### config.mk
export PLATFORM = sky130hd
export DESIGN_NAME = scr_regs
export DESIGN_NICKNAME = d
export VERILOG_FILES = /design/src/pkg/scr_pkg.sv /design/src/verilog/scr_regs.sv /design/src/verilog/scr_sync.sv
export SDC_FILE = /design/constraint.sdc
export NUM_CORES = 1
export LEC_CHECK = 0
export BUFFER_PORTS_ARGS = -buffer_cell sky130_fd_sc_hd__buf_2
export CAP_MARGIN = 20
export CORE_MARGIN = 3
export CORE_UTILIZATION = 59
export CTS_BUF_LIST = sky130_fd_sc_hd__clkbuf_4
export DETAILED_ROUTE_END_ITERATION = 12
export HOLD_SLACK_MARGIN = 0.08
export PLACE_DENSITY = 0.79
export SETUP_SLACK_MARGIN = 0.4
export SLEW_MARGIN = 20
export SYNTH_ARGS = -nofsm -noshare
export SYNTH_HDL_FRONTEND = slang
export SYNTH_SLANG_ARGS = --single-unit
### constraint.sdc
create_clock -name clock -period 3.2 [get_ports clock]
set_input_delay 0.48 -clock clock [delete_from_list [all_inputs] [get_ports clock]]
set_output_delay 0.48 -clock clock [all_outputs]
set_load 0.03 [all_outputs]
### src/pkg/scr_pkg.sv
// constants shared by the standard serial configuration register group
package scr_pkg;
  // byte addresses
  localparam logic [14:0] SCR_ADDR_SERIAL_CFG = 15'h0000;
  localparam logic [14:0] SCR_ADDR_OPER_CFG   = 15'h0002;
  localparam logic [14:0] SCR_ADDR_CLASS      = 15'h0003;
  localparam logic [14:0] SCR_ADDR_FAMILY_LO  = 15'h0004;
  localparam logic [14:0] SCR_ADDR_FAMILY_HI  = 15'h0005;
  localparam logic [14:0] SCR_ADDR_REVISION   = 15'h0006;
  // field positions
  localparam int SCR_BIT_FULL_RESET = 7;
  localparam int SCR_BIT_STREAM_DIR = 5;
  localparam int SCR_BIT_FOUR_WIRE  = 4;
  // reset values
  localparam logic       SCR_RST_STREAM_DIR = 1'b1;
  localparam logic [1:0] SCR_RST_MODE       = 2'h0;
  // fixed read-back of the four-wire indicator
  localparam logic       SCR_FOUR_WIRE_VAL  = 1'b1;
  // identification codes; the values are arbitrary
  localparam logic [3:0]  SCR_CLASS_CODE    = 4'h9;
  localparam logic [15:0] SCR_FAMILY_CODE   = 16'h5A5A;
  localparam logic [7:0]  SCR_REVISION_CODE = 8'hC3;
  // timing: recovery after a full reset, in ns
  localparam int SCR_RECOVERY_NS    = 750;
  localparam int SCR_CLK_PERIOD_NS  = 20;
  localparam int SCR_RECOVERY_CYC   = (SCR_RECOVERY_NS + SCR_CLK_PERIOD_NS - 1) / SCR_CLK_PERIOD_NS;
  // serial frame: one r/w bit, 15 address bits, then data bytes
  localparam int SCR_ADDR_W = 15;
endpackage : scr_pkg

### src/verilog/scr_regs.sv
// four-wire serial slave with the standard configuration register group
`timescale 1ns/100ps
// Overview of operation
// RULE1: writing one to bit 7 of serial config resets all device logic.
// RULE2: the full-reset trigger bit clears itself after the reset.
// RULE3: host issues no transaction for 750 ns after triggering reset.
// RULE4: bit 5 picks address step while streaming; one ascends, reset one.
// RULE5: bit 4 is read-only and always reads one, four-wire mode.
// RULE6: mode field bits 1-0 resets to 00; values 0 and 1 mean normal.
// RULE7: mode values 2 and 3 power the whole device down.
// RULE8: no low-power functional or fast-resume modes; only normal or down.
// RULE9: class register holds a read-only 4-bit code, upper nibble reserved.
// RULE10: read-only 16-bit family code across two byte addresses.
// RULE11: read-only 8-bit revision code at byte address 0x006.
// RULE12: writes to read-only or reserved bits do nothing; reserved reads zero.
module scr_regs (
  // clock and reset
  input  wire logic clock,
  input  wire logic arst_n,
  // serial pins
  input  wire logic sclk,
  input  wire logic cs_n,
  input  wire logic sdi,
  output logic      sdo,
  output logic      sdo_oe,
  // device state
  output logic      power_down,
  output logic      device_reset,
  output logic      busy
);
  import scr_pkg::*;

  ////////////////////////////////////////////////////////////////////////////
  // pin synchronisers
  logic sclk_s;
  logic cs_n_s;
  logic sdi_s;

  scr_sync u_sync_sclk (
    .clock    (clock),
    .arst_n   (arst_n),
    .rst_val  (1'b0),
    .pin_in   (sclk),
    .level_out(sclk_s)
  );
  scr_sync u_sync_cs (
    .clock    (clock),
    .arst_n   (arst_n),
    .rst_val  (1'b1),
    .pin_in   (cs_n),
    .level_out(cs_n_s)
  );
  scr_sync u_sync_sdi (
    .clock    (clock),
    .arst_n   (arst_n),
    .rst_val  (1'b0),
    .pin_in   (sdi),
    .level_out(sdi_s)
  );

  ////////////////////////////////////////////////////////////////////////////
  // state
  typedef enum logic [2:0] {
    SCR_ST_IDLE = 3'b001,
    SCR_ST_HDR  = 3'b010,
    SCR_ST_DATA = 3'b100
  } scr_state_e;

  localparam int RCW = $clog2(SCR_RECOVERY_CYC + 1);

  typedef struct packed {
    scr_state_e           state;
    logic                 sclk_d;
    logic                 cs_d;
    logic                 rd;
    logic [SCR_ADDR_W-1:0] addr;
    logic [4:0]           cnt;
    logic [7:0]           shift;
    logic [7:0]           tx;
    logic                 sdo;
    logic                 stream_dir;
    logic                 reset_trig;
    logic [1:0]           mode;
    logic [RCW-1:0]       recov;
  } scr_regs_s;

  scr_regs_s st_reg;
  scr_regs_s st_next;

  ////////////////////////////////////////////////////////////////////////////
  // register read decode
  function automatic logic [7:0] scr_read(input logic [SCR_ADDR_W-1:0] a,
                                          input logic dir, input logic [1:0] md);
    logic [7:0] v;
    v = 8'h00;
    case (a)
      // RULE5: fixed four-wire bit
      SCR_ADDR_SERIAL_CFG: begin
        v[SCR_BIT_STREAM_DIR] = dir;
        v[SCR_BIT_FOUR_WIRE]  = SCR_FOUR_WIRE_VAL;
      end
      SCR_ADDR_OPER_CFG:  v[1:0] = md;
      // RULE9: class nibble only
      SCR_ADDR_CLASS:     v[3:0] = SCR_CLASS_CODE;
      // RULE10: family code halves
      SCR_ADDR_FAMILY_LO: v = SCR_FAMILY_CODE[7:0];
      SCR_ADDR_FAMILY_HI: v = SCR_FAMILY_CODE[15:8];
      // RULE11: revision code
      SCR_ADDR_REVISION:  v = SCR_REVISION_CODE;
      // RULE12: everything else reads zero
      default:            v = 8'h00;
    endcase
    return v;
  endfunction : scr_read

  // streaming address step
  function automatic logic [SCR_ADDR_W-1:0] scr_step(input logic [SCR_ADDR_W-1:0] a,
                                                     input logic dir);
    // RULE4: ascend on one, descend on zero
    return dir ? SCR_ADDR_W'(a + 1'b1) : SCR_ADDR_W'(a - 1'b1);
  endfunction : scr_step

  ////////////////////////////////////////////////////////////////////////////
  // next state
  logic rise;
  logic fall;
  logic [7:0] byte_in;

  always_comb begin
    st_next        = st_reg;
    rise           = sclk_s && !st_reg.sclk_d;
    fall           = !sclk_s && st_reg.sclk_d;
    byte_in        = {st_reg.shift[6:0], sdi_s};
    st_next.sclk_d = sclk_s;
    st_next.cs_d   = cs_n_s;
    // RULE3: hold off while the reset recovers; host must stay quiet
    if (st_reg.recov != '0) begin
      st_next.recov = RCW'(st_reg.recov - 1'b1);
      st_next.state = SCR_ST_IDLE;
    end else if (st_reg.reset_trig) begin
      // RULE1: full reset of all logic state
      st_next            = '0;
      st_next.state      = SCR_ST_IDLE;
      st_next.sclk_d     = sclk_s;
      st_next.cs_d       = cs_n_s;
      st_next.stream_dir = SCR_RST_STREAM_DIR;
      st_next.mode       = SCR_RST_MODE;
      // RULE2: trigger clears itself
      st_next.reset_trig = 1'b0;
      st_next.recov      = RCW'(SCR_RECOVERY_CYC);
    end else if (cs_n_s) begin
      st_next.state = SCR_ST_IDLE;
      st_next.cnt   = '0;
    end else begin
      case (st_reg.state)
        SCR_ST_IDLE: begin
          // start only on a select edge, so a frame cut by a full reset stays dropped
          if (st_reg.cs_d) begin
            st_next.state = SCR_ST_HDR;
            st_next.cnt   = '0;
          end
        end
        SCR_ST_HDR: begin
          if (rise) begin
            st_next.cnt = 5'(st_reg.cnt + 1'b1);
            if (st_reg.cnt == 5'h00) begin
              st_next.rd = sdi_s;
            end else begin
              st_next.addr = {st_reg.addr[SCR_ADDR_W-2:0], sdi_s};
            end
            if (st_reg.cnt == 5'h0F) begin
              st_next.state = SCR_ST_DATA;
              st_next.cnt   = '0;
              st_next.tx    = scr_read({st_reg.addr[SCR_ADDR_W-2:0], sdi_s},
                                       st_reg.stream_dir, st_reg.mode);
            end
          end
        end
        SCR_ST_DATA: begin
          // shift out on falling edge, sample on rising edge
          if (fall) begin
            st_next.sdo = st_reg.tx[7];
            st_next.tx  = {st_reg.tx[6:0], 1'b0};
          end
          if (rise) begin
            st_next.shift = byte_in;
            st_next.cnt   = 5'(st_reg.cnt + 1'b1);
            if (st_reg.cnt == 5'h07) begin
              st_next.cnt = '0;
              if (!st_reg.rd) begin
                // RULE12: only writable bits take the write
                case (st_reg.addr)
                  SCR_ADDR_SERIAL_CFG: begin
                    st_next.reset_trig = byte_in[SCR_BIT_FULL_RESET];
                    st_next.stream_dir = byte_in[SCR_BIT_STREAM_DIR];
                  end
                  // RULE6: mode field write
                  SCR_ADDR_OPER_CFG: st_next.mode = byte_in[1:0];
                  default: ;
                endcase
              end
              st_next.addr = scr_step(st_reg.addr, st_reg.stream_dir);
              st_next.tx   = scr_read(scr_step(st_reg.addr, st_reg.stream_dir),
                                      st_reg.stream_dir, st_reg.mode);
            end
          end
        end
        default: st_next.state = SCR_ST_IDLE;
      endcase
    end
  end

  ////////////////////////////////////////////////////////////////////////////
  // state register
  always_ff @(posedge clock or negedge arst_n) begin
    if (!arst_n) begin
      st_reg            <= '0;
      st_reg.state      <= SCR_ST_IDLE;
      st_reg.sclk_d     <= 1'b0;
      st_reg.cs_d       <= 1'b1;
      st_reg.stream_dir <= SCR_RST_STREAM_DIR;
      st_reg.mode       <= SCR_RST_MODE;
    end else begin
      st_reg <= st_next;
    end
  end

  ////////////////////////////////////////////////////////////////////////////
  // outputs
  assign sdo          = st_reg.sdo;
  // drive only during the data phase of a read
  assign sdo_oe       = (st_reg.state == SCR_ST_DATA) && st_reg.rd && !cs_n_s;
  // RULE7: modes two and three power down; RULE8: no other low-power state
  assign power_down   = st_reg.mode[1];
  assign device_reset = st_reg.reset_trig;
  assign busy         = (st_reg.recov != '0);
endmodule : scr_regs

### src/verilog/scr_sync.sv
// three-stage synchroniser for pin inputs, output changes when stages two and three agree
`timescale 1ns/100ps
module scr_sync (
  // clock and reset
  input  wire logic clock,
  input  wire logic arst_n,
  input  wire logic rst_val,
  // pin side
  input  wire logic pin_in,
  // clean level
  output logic      level_out
);
  typedef struct packed {
    logic s1;
    logic s2;
    logic s3;
    logic lvl;
  } scr_sync_s;
  scr_sync_s st_reg;
  scr_sync_s st_next;

  // filter: the first stage feeds only the second
  always_comb begin
    st_next     = st_reg;
    // idle level folded in by inversion, so the reset value stays a constant
    st_next.s1  = pin_in ^ rst_val;
    st_next.s2  = st_reg.s1;
    st_next.s3  = st_reg.s2;
    if (st_reg.s2 == st_reg.s3) begin
      st_next.lvl = st_reg.s3;
    end
  end

  // reset values are constants only
  always_ff @(posedge clock or negedge arst_n) begin
    if (!arst_n) begin
      st_reg <= '0;
    end else begin
      st_reg <= st_next;
    end
  end

  // idle-high pins read their idle level straight out of reset, no false edge
  assign level_out = st_reg.lvl ^ rst_val;
endmodule : scr_sync
# Word-level counts from Yosys, hierarchy flattened
# Cells that the tools add are included.
# totals
ff_bits,65
in_bits,5
out_inout_bits,5
# op_classes
addsub,4
eq_ne,33
n_mux,44
bitwise,3
reduce_logical,35
# ops
cell,count
$eq A15 B3 Y1 const B,6
$eq A15 B2 Y1 const B,5
$logic_not A15 Y1,3
$mux W21,2
$mux W42,1
$mux W36,1
$mux W8,4
$mux W15,2
$pmux W15 S2,1
$reduce_and A7 Y1,3
$mux W20,1
$mux W5,4
$ne A5 B5 Y1 const B,4
$reduce_bool A2 Y1,10
$mux W3,6
$mux W16,1
$ne A4 B4 Y1 const B,4
$pmux W2 S2,4
$pmux W2 S4,2
$pmux W8 S2,1
$add A15 B1 Y15 const B,1
$ne A3 B3 Y1 const B,5
$pmux W5 S3,1
$reduce_and A5 Y1,3
25 further kinds,44

# Longest topological paths before layout
# Gate-level depths: netlist of run 1.
# depth
depth_word,10
ltp_mapped,11
depth_no_buf,10

# Hierarchy
# From an unflattened synthesis of run 1, not the netlist that was laid out.
# unflattened
hier_cells,471
area_unflattened_um2,4239.1
# by_module_without_submodules
mod,instances,cells_per_inst,area_per_inst_um2
scr_regs,1,450,3852.4
scr_sync,3,7,128.9

# Worst setup path after synthesis of run 1
# OpenSTA, ideal clock, no wires.
# synth_timing
path_type,flip-flop to flip-flop
start,register st_reg[9] (netlist bit)
end,register st_reg[12] (netlist bit)
setup_time_ns,0.087
arrival_ns,3.282
slack_ns,-0.169
stages_incl_launch_ff,11
path_buffers,0
synth_period_minus_slack_ns,3.369
cell_sequence,dfstp_2 inv_1 fa_1 a21o_1 or4_1 a211o_1 a221oi_2 nand4_1 a2111oi_4 o21ai_1 a22oi_1
# synth_via
elab_chain_len,9
# synth_rtl
item,line,source
"start, declared",scr_regs.sv:87,scr_regs_s st_reg;
"start signal, assigned",scr_regs.sv:224,st_reg <= st_next;
$mux W15 *,scr_regs.sv:120,return dir ? SCR_ADDR_W'(a + 1'b1) : SCR_ADDR_W'(a - 1'b1);
$eq A15 B3 Y1,scr_regs.sv:96,case (a)
$reduce_or A2 Y1 (no source line),--,
$pmux W2 S4 *,scr_regs.sv:96,
$mux W8 *,scr_regs.sv:188,if (st_reg.cnt == 5'h07) begin
$mux W36 *,scr_regs.sv:185,if (rise) begin
$pmux W8 S2 *,scr_regs.sv:155,case (st_reg.state)
$mux W21 *,scr_regs.sv:151,end else if (cs_n_s) begin
$mux W42 *,scr_regs.sv:140,end else if (st_reg.reset_trig) begin
# Mark *: on every way between the ends. The rest lies on a longest branch, timed or not. The select of a mux whose other input is x is not followed.
# A chain may end at the register's enable or synchronous reset.

# Final worst setup path of run 1
# Ends and elaborated chain as after synthesis.

==> impl_metrics.prom, run 1 <==
# TYPE chip_impl_metric gauge
chip_impl_metric{name="yosysTopAreaCellShare",unit="%"} 36.1
chip_impl_metric{name="first_pass_grt_wire_length",unit="microns"} 17900
chip_impl_metric{name="die_x",unit="microns"} 90.6
chip_impl_metric{name="grt_overflow",unit=""} 0
chip_impl_metric{name="highest_ir_drop_seen_on_vdd",unit="mV"} 0.276
chip_impl_metric{name="synthesis.yosys.warnings",unit=""} 0
chip_impl_metric{name="layout_setup_ws",unit="ns"} -0.125
chip_impl_metric{name="required_time_of_the_critical_path",unit="ns"} 3.51
chip_impl_metric{name="count_of_flip_flops_with_a_built_in_enable_after_synthesis",unit=""} 0
chip_impl_info{name="cp-end-kind",value="flop"} 1
chip_impl_metric{name="detail_route.drc_violations",unit=""} 0
chip_impl_metric{name="timing_worst_slew_pin_value",unit="ns"} 0.807
chip_impl_metric{name="grt.met2_usage",unit="%"} 41.1
chip_impl_metric{name="groute.usage.overall",unit="%"} 26.7
chip_impl_metric{name="post-place-ws",unit="ns"} -0.0794
chip_impl_metric{name="post_synth_inst_count",unit=""} 486
chip_impl_metric{name="timing.final.max_slew_violations",unit=""} 0
chip_impl_info{name="rsz_0062_raised_after_global_routing",value="true"} 1
chip_impl_info{name="layout.cells.most_common",value="dfrtp_1"} 1
chip_impl_metric{name="overall_die_height",unit="microns"} 90.6
chip_impl_metric{name="netSwitchingFraction",unit="%"} 29.7
chip_impl_metric{name="design.die.area",unit="sq um"} 8210
chip_impl_metric{name="detail_route_antenna_nets",unit=""} 0
chip_impl_info{name="startpoint_to_endpoint_class_of_the_critical_path",value="flop to flop"} 1
chip_impl_metric{name="post_drt_via_cell_ratio",unit=""} 6.32
chip_impl_metric{name="power.net_switching",unit="mW"} 0.480
chip_impl_metric{name="postSynth.asyncResetShare",unit="%"} 100
chip_impl_metric{name="post_synth.cell_area_avg",unit="sq um"} 8.69
chip_impl_metric{name="cts_h_tree_depth",unit=""} 3
chip_impl_metric{name="layout.core_utilization",unit="%"} 71.9
chip_impl_metric{name="finalCriticalPeriod",unit="ns"} 3.33
chip_impl_metric{name="gr-usage-met1",unit="%"} 38.7
chip_impl_metric{name="clock_pin_transition_on_the_worst_setup_and_hold_timing_paths",unit="ns"} 0.11
chip_impl_metric{name="int_pwr",unit="mW"} 1.14
chip_impl_metric{name="netlist_area",unit="sq um"} 4220
chip_impl_metric{name="largest_reg_flops",unit=""} 42
chip_impl_metric{name="layout.cell_area.non_filler",unit="sq um"} 4940
chip_impl_metric{name="max_clock_freq",unit="MHz"} 301
chip_impl_metric{name="placed_cell_area",unit="sq um"} 4540
chip_impl_metric{name="pwr_density_cell",unit="nW/um^2"} 327
chip_impl_metric{name="number_of_clock_buffers_inserted_by_tritoncts",unit=""} 9
chip_impl_metric{name="fin_worst_skew",unit="ns"} 0.0152
chip_impl_metric{name="total_negative_slack_for_setup_checks",unit="ns"} -0.505
chip_impl_info{name="clockRootBuffer",value="clkbuf_4"} 1
chip_impl_metric{name="sequentialPowerShare",unit="%"} 52.8
chip_impl_info{name="hold_class",value="primary input to flop"} 1
chip_impl_metric{name="area_growth_syn_to_layout",unit="%"} 16.9
chip_impl_info{name="postSynth.topFlopCell",value="dfrtp_1"} 1
chip_impl_metric{name="power_frac_clock",unit="%"} 26.9
chip_impl_metric{name="yosys.cell_types.count",unit=""} 54
chip_impl_info{name="violations",value="setup timing"} 1
chip_impl_metric{name="maximum_number_of_pins_on_one_net_before_global_route_repair",unit=""} 65
chip_impl_metric{name="drt_pass1_iterations",unit=""} 5
chip_impl_metric{name="arrival",unit="ns"} 3.64
chip_impl_info{name="final_cell_mix",value="dfrtp_1, nand2_1, buf_4"} 1
chip_impl_info{name="synthDominantAreaCellType",value="dfrtp_1"} 1
chip_impl_metric{name="syn_nets",unit=""} 514
chip_impl_metric{name="port_buffer_cells",unit=""} 9
chip_impl_info{name="cts_tree",value="yes"} 1
chip_impl_metric{name="critical_path.max_fanout",unit=""} 7
chip_impl_metric{name="finalWeightedCongestion",unit=""} 0.911
chip_impl_info{name="synth_top_cells_by_area",value="dfrtp_1, ha_1, o21ai_0"} 1
chip_impl_metric{name="ys_seq_area_share",unit="%"} 38.0
chip_impl_metric{name="final_net_count",unit=""} 549
chip_impl_metric{name="grt_antenna_before_repair",unit=""} 0
chip_impl_metric{name="placement_rows",unit=""} 30
chip_impl_metric{name="finalCritPeriodShare",unit="%"} 104
chip_impl_info{name="grt-busiest-layer",value="met2"} 1
chip_impl_metric{name="drive_above_1_share",unit="%"} 19.6
chip_impl_info{name="outcome",value="finished, violations left"} 1
chip_impl_metric{name="cts_max_path_buffers",unit=""} 2
chip_impl_metric{name="grt_util_met3",unit="%"} 5.25
chip_impl_metric{name="drv_cap",unit=""} 0
chip_impl_metric{name="pwr-share-comb",unit="%"} 20.3
chip_impl_metric{name="n_antenna_cell",unit=""} 0
chip_impl_metric{name="clock_insertion_delay_worst_skew",unit="ns"} 0.40
chip_impl_metric{name="clock-sinks",unit=""} 64
chip_impl_metric{name="vias",unit=""} 3922
chip_impl_metric{name="first_global_vias",unit=""} 3682
chip_impl_metric{name="start_util",unit="%"} 61.5
chip_impl_metric{name="total_leakage_power",unit="nW"} 2.16
chip_impl_metric{name="core-area",unit="sq um"} 6870
chip_impl_metric{name="hold_violations",unit=""} 0
chip_impl_metric{name="drtIter0Drc",unit=""} 405
chip_impl_metric{name="wire_per_inst",unit="microns"} 17.3
chip_impl_metric{name="setup-violations-final",unit=""} 7
chip_impl_metric{name="postRouteWirelength",unit="microns"} 10700
chip_impl_metric{name="slew_limit_headroom",unit="%"} 46.2
chip_impl_info{name="setup.worst_path.start_class",value="flop"} 1
chip_impl_metric{name="io-pin-count",unit=""} 10
chip_impl_metric{name="cts_hold_repair.buffers",unit=""} 0
chip_impl_metric{name="dp_hpwl",unit="microns"} 7310
chip_impl_metric{name="synth-seq-cells",unit=""} 64
metal layers:
metal	share of wire [%]	vias to the layer above
met5	0	-
met4	1.3	0
met3	6.8	18
met2	47	165
met1	45	1872
li1	-	1867
synth_stat cells (2+ instances only):
library cell  number
a41oi_1            3
mux2i_1            8
nor2b_1            5
mux2_2             2
xor2_1             6
o21ai_1            7
nor4_1            10
o21ai_0           41
a211oi_1           3
nor3_1            17
clkbuf_1          23
o21a_1             3
dfrtp_1           61
a21o_1            11
a31oi_1            2
o31ai_1           14
a21oi_1           31
a221oi_2           2
or4_1              3
nand2_1           53
a2111oi_0          4
nand4_1            2
a221oi_1           4
buf_2              3
and2_1             2
ha_1              22
and3_1             6
a22o_1            10
maj3_1             3
nand2b_1           8
nand3_1           18
nor3b_1            3
inv_1             20
xnor2_1            7
a211o_1            4
nor2_1            29
dfstp_2            3
o211ai_1           5
a22oi_1           10
or3_1              4
through the flow:
| stage | hold WS [ns] | std cells | power (mW) |
|---|---|---|---|
| 6_report | 0.189 | 621 | 1.62 |
| 5_1_grt | 0.156 | 621 | 1.71 |
| 4_1_cts | 0.169 | 618 | 1.61 |
| 3_5_place_dp | 0.336 | 596 | 1.15 |
| 3_3_place_gp | 0.333 | 596 | 1.14 |
| 2_1_floorplan | 0.184 | 486 | 1.05 |
worst paths after layout:
| path | slack, ns | to | cells after the start | start |
|---|---|---|---|---|
| setup / recovery | -0.13 | st_reg[12] | 12 | st_reg[9] |
| hold reg to reg | 0.35 | u_sync_cs.st_next[1] | 0 | u_sync_cs.st_next[2] |
| hold / removal | 0.19 | u_sync_sclk.st_next[2] | 1 | sclk |
| min in group asynchronous | 0.23 | st_reg[42] | 2 | arst_n |
| setup reg to reg | -0.13 | st_reg[12] | 12 | st_reg[9] |
| max in group asynchronous | 2.43 | st_reg[37] | 2 | arst_n |
cell families after synthesis:
family,share of synthesized area (%)
fa+ha+maj,7.70
compound gates,26.2
buf+inv,4.35
xor+xnor,2.70
flops,38.0
mux,2.43
simple gates,18.6
cell type report:
| class | count | area [sq um] |
|---|---|---|
| tap | 96 | 120 |
| sequential | 64 | 1610 |
| multi-input combinational | 375 | 2640 |
| fill | 526 | 1930 |
| clock inverter | 5 | 25.0 |
| inverter | 20 | 78.8 |
| timing repair buffer | 51 | 392 |
| clock buffer | 10 | 75.1 |
worst max-delay path: stages (launching register included):
cell and delay (ns):
dfstp_2 0.57, clkinvlp_4 0.13, buf_12 0.16, ha_4 0.23, a21o_1 0.18, or4_1 0.47, a211o_1 0.29, a221oi_2 0.31
nand4_1 0.19, a2111oi_4 0.25, buf_6 0.18, o21ai_1 0.08, a22oi_1 0.20
power groups by stage:
stage	Sequential [mW]	Combinational [mW]	Clock [mW]
finish	0.853	0.328	0.434
floorplan	0.858	0.191	0
CTS	0.853	0.311	0.448
global placement	0.868	0.275	0
detailed placement	0.868	0.277	0
global route	0.857	0.362	0.486
timing repair:
action                     CTS  global route
buffers inserted             7             3
resized for setup           27            16
cloned                       0             0
pin swaps                   11             6
setup endpoints to repair   11            14
Power figures use the tool's default switching activity.
==> run 2, diff against run 1 <==
==> constraint.sdc (replaced) <==
create_clock -name clock -period 3.2 [get_ports clock]
set_input_delay 0.64 -clock clock [delete_from_list [all_inputs] [get_ports clock]]
set_output_delay 0.64 -clock clock [all_outputs]
set_load 0.03 [all_outputs]
==> impl_metrics.prom, run 2 (synthesized netlist as in run 1, its figures left out) <==
# TYPE chip_impl_metric gauge
chip_impl_metric{name="postRouteWirelength",unit="microns"} 10200
chip_impl_metric{name="drt_pass1_iterations",unit=""} 5
chip_impl_metric{name="slew_limit_headroom",unit="%"} 31.9
chip_impl_info{name="cp-end-kind",value="flop"} 1
chip_impl_metric{name="core-area",unit="sq um"} 6870
chip_impl_info{name="rsz_0062_raised_after_global_routing",value="true"} 1
chip_impl_metric{name="largest_reg_flops",unit=""} 42
chip_impl_metric{name="timing_worst_slew_pin_value",unit="ns"} 1.02
chip_impl_metric{name="clock_pin_transition_on_the_worst_setup_and_hold_timing_paths",unit="ns"} 0.11
chip_impl_info{name="critPathSlowestCell",value="dfstp_2"} 1
chip_impl_metric{name="overall_die_height",unit="microns"} 90.6
chip_impl_metric{name="max_clock_freq",unit="MHz"} 301
chip_impl_metric{name="finalCritPeriodShare",unit="%"} 104
chip_impl_metric{name="holdWs",unit="ns"} 0.300
chip_impl_metric{name="highest_ir_drop_seen_on_vdd",unit="mV"} 0.280
chip_impl_metric{name="area_growth_syn_to_layout",unit="%"} 12.7
chip_impl_metric{name="first_pass_grt_wire_length",unit="microns"} 17500
chip_impl_metric{name="number_of_clock_buffers_inserted_by_tritoncts",unit=""} 9
chip_impl_metric{name="detail_route.drc_violations",unit=""} 0
chip_impl_info{name="outcome",value="finished, violations left"} 1
chip_impl_metric{name="io-pin-count",unit=""} 10
chip_impl_metric{name="drtIter0Drc",unit=""} 429
chip_impl_metric{name="fin_worst_skew",unit="ns"} 0.0126
chip_impl_metric{name="cp_slowest_stage_delay",unit="ns"} 0.57
chip_impl_metric{name="required_time_of_the_critical_path",unit="ns"} 3.51
chip_impl_metric{name="die_x",unit="microns"} 90.6
chip_impl_metric{name="cts_h_tree_depth",unit=""} 3
chip_impl_metric{name="grt_overflow",unit=""} 0
chip_impl_metric{name="layout_setup_ws",unit="ns"} -0.125
chip_impl_info{name="violations",value="setup timing"} 1
chip_impl_metric{name="placement_rows",unit=""} 30
chip_impl_metric{name="clock-sinks",unit=""} 64
chip_impl_metric{name="total_leakage_power",unit="nW"} 2.09
chip_impl_info{name="startpoint_to_endpoint_class_of_the_critical_path",value="flop to flop"} 1
chip_impl_info{name="critPathMostFrequentCell",value="buf_4"} 1
chip_impl_metric{name="groute.usage.overall",unit="%"} 25.9
chip_impl_metric{name="rr_worst_depth",unit=""} 12
chip_impl_metric{name="drv_cap",unit=""} 0
chip_impl_metric{name="setup-violations-final",unit=""} 6
chip_impl_metric{name="finalCriticalPeriod",unit="ns"} 3.33
chip_impl_metric{name="grt_antenna_before_repair",unit=""} 0
chip_impl_metric{name="vias",unit=""} 3899
chip_impl_metric{name="port_buffer_cells",unit=""} 9
chip_impl_metric{name="arrival",unit="ns"} 3.64
chip_impl_metric{name="placed_cell_area",unit="sq um"} 4530
chip_impl_metric{name="dp_hpwl",unit="microns"} 7300
chip_impl_metric{name="drive_above_1_share",unit="%"} 15.7
chip_impl_metric{name="hold_violations",unit=""} 0
chip_impl_metric{name="maximum_number_of_pins_on_one_net_before_global_route_repair",unit=""} 35
chip_impl_metric{name="first_global_vias",unit=""} 3725
chip_impl_metric{name="finalPower",unit="mW"} 1.77
chip_impl_metric{name="cts_max_path_buffers",unit=""} 2
chip_impl_metric{name="start_util",unit="%"} 61.5
chip_impl_info{name="setup.worst_path.start_class",value="flop"} 1
chip_impl_metric{name="total_negative_slack_for_setup_checks",unit="ns"} -0.312
chip_impl_info{name="final_cell_mix",value="dfrtp_1, nand2_1, o21ai_0"} 1
chip_impl_metric{name="critical_path.max_fanout",unit=""} 9
chip_impl_metric{name="cts_hold_repair.buffers",unit=""} 0
chip_impl_metric{name="layout.cell_area.non_filler",unit="sq um"} 4760
chip_impl_metric{name="timing.final.max_slew_violations",unit=""} 0
chip_impl_info{name="clockRootBuffer",value="clkbuf_4"} 1
chip_impl_metric{name="post_drt_via_cell_ratio",unit=""} 6.37
chip_impl_metric{name="clock_insertion_delay_worst_skew",unit="ns"} 0.40
chip_impl_info{name="hold_class",value="primary input to asynchronous set/reset pin"} 1
chip_impl_metric{name="design.die.area",unit="sq um"} 8210
chip_impl_info{name="crit_chain",value="clkinvlp_4 > buf_4 > ha_1 > a21o_1 > or4_1 > a31o_2 > o211ai_2 > nand4_1 > a2111oi_4 > buf_4 > o21ai_1 > a22oi_1"} 1
chip_impl_metric{name="pwr_density_cell",unit="nW/um^2"} 371
chip_impl_metric{name="finalWeightedCongestion",unit=""} 0.955
chip_impl_metric{name="detail_route_antenna_nets",unit=""} 0
chip_impl_info{name="cts_tree",value="yes"} 1
chip_impl_metric{name="final_net_count",unit=""} 539
chip_impl_info{name="layout.cells.most_common",value="dfrtp_1"} 1
chip_impl_metric{name="wire_per_inst",unit="microns"} 16.6
chip_impl_metric{name="n_antenna_cell",unit=""} 0
-- run 2: cell count changes in the layout (fill, tap and decap cells not counted), moves of 4 or more --
cell	change
buf_4	-5
buf_6	-4
ha_1	+4
o21ai_1	-5
o21ai_0	+5
-- run 2: worst max-delay path: cells and delay by family (launching register included) --
family	cells	cell delay, ns
AOI/OAI and AO/OA	6	1.07
DFF	1	0.57
adders and majority gates	1	0.32
buffers and inverters	3	0.61
and+or+nand+nor	2	0.67
-- run 2: layer usage --
metal,wire [microns],GRT usage [%],part of all wire (%)
met5,0,0,0
met4,155,6.76,1.5
met3,698,5.17,6.9
met2,4710,41.0,46
met1,4610,36.4,45
-- run 2: worst paths after layout --
check / from / slack [ns] / end
max: st_reg[9] / -0.13 / st_reg[12]
min: arst_n / 0.30 / st_reg[44]
max reg2reg: st_reg[9] / -0.13 / st_reg[12]
min reg2reg: u_sync_sclk.st_next[2] / 0.36 / u_sync_sclk.st_next[1]
max in group asynchronous: arst_n / 2.18 / st_reg[38]
min in group clock: sdi / 0.33 / u_sync_sdi.st_next[2]
-- run 2: cell type report --
cell class                 count  area (sq um)
clock inverter                 6          83.8
fill                         550          2110
timing repair buffer          41           289
inverter                      20          78.8
sequential                    64          1610
tap                           96           120
clock buffer                  10          75.1
multi-input combinational    375          2510
-- run 2: repair_timing --
| item | 4_1_cts | 5_1_grt |
|---|---|---|
| pin swaps | 0 | 1 |
| gates resized for setup | 9 | 5 |
| buffers inserted | 1 | 0 |
| gates cloned | 0 | 0 |
| endpoints found under the setup margin | 10 | 15 |
-- run 2: per-stage QoR --
step / setup WS (ns) / cells / utilization [%]
floorplan: -0.0621 / 486 / -
global placement: 0.0132 / 595 / 66.0
detailed placement: -0.0570 / 595 / 66.0
CTS: -0.0924 / 612 / 69.0
global route: -0.286 / 612 / 69.3
finish: -0.125 / 612 / 69.3
-- run 2: power breakdown --
group / internal [mW] / switching (mW) / leakage (nW)
registers: 0.831 / 0.0220 / 0.847
clock network: 0.322 / 0.295 / 0.0800
logic: 0.125 / 0.170 / 1.17
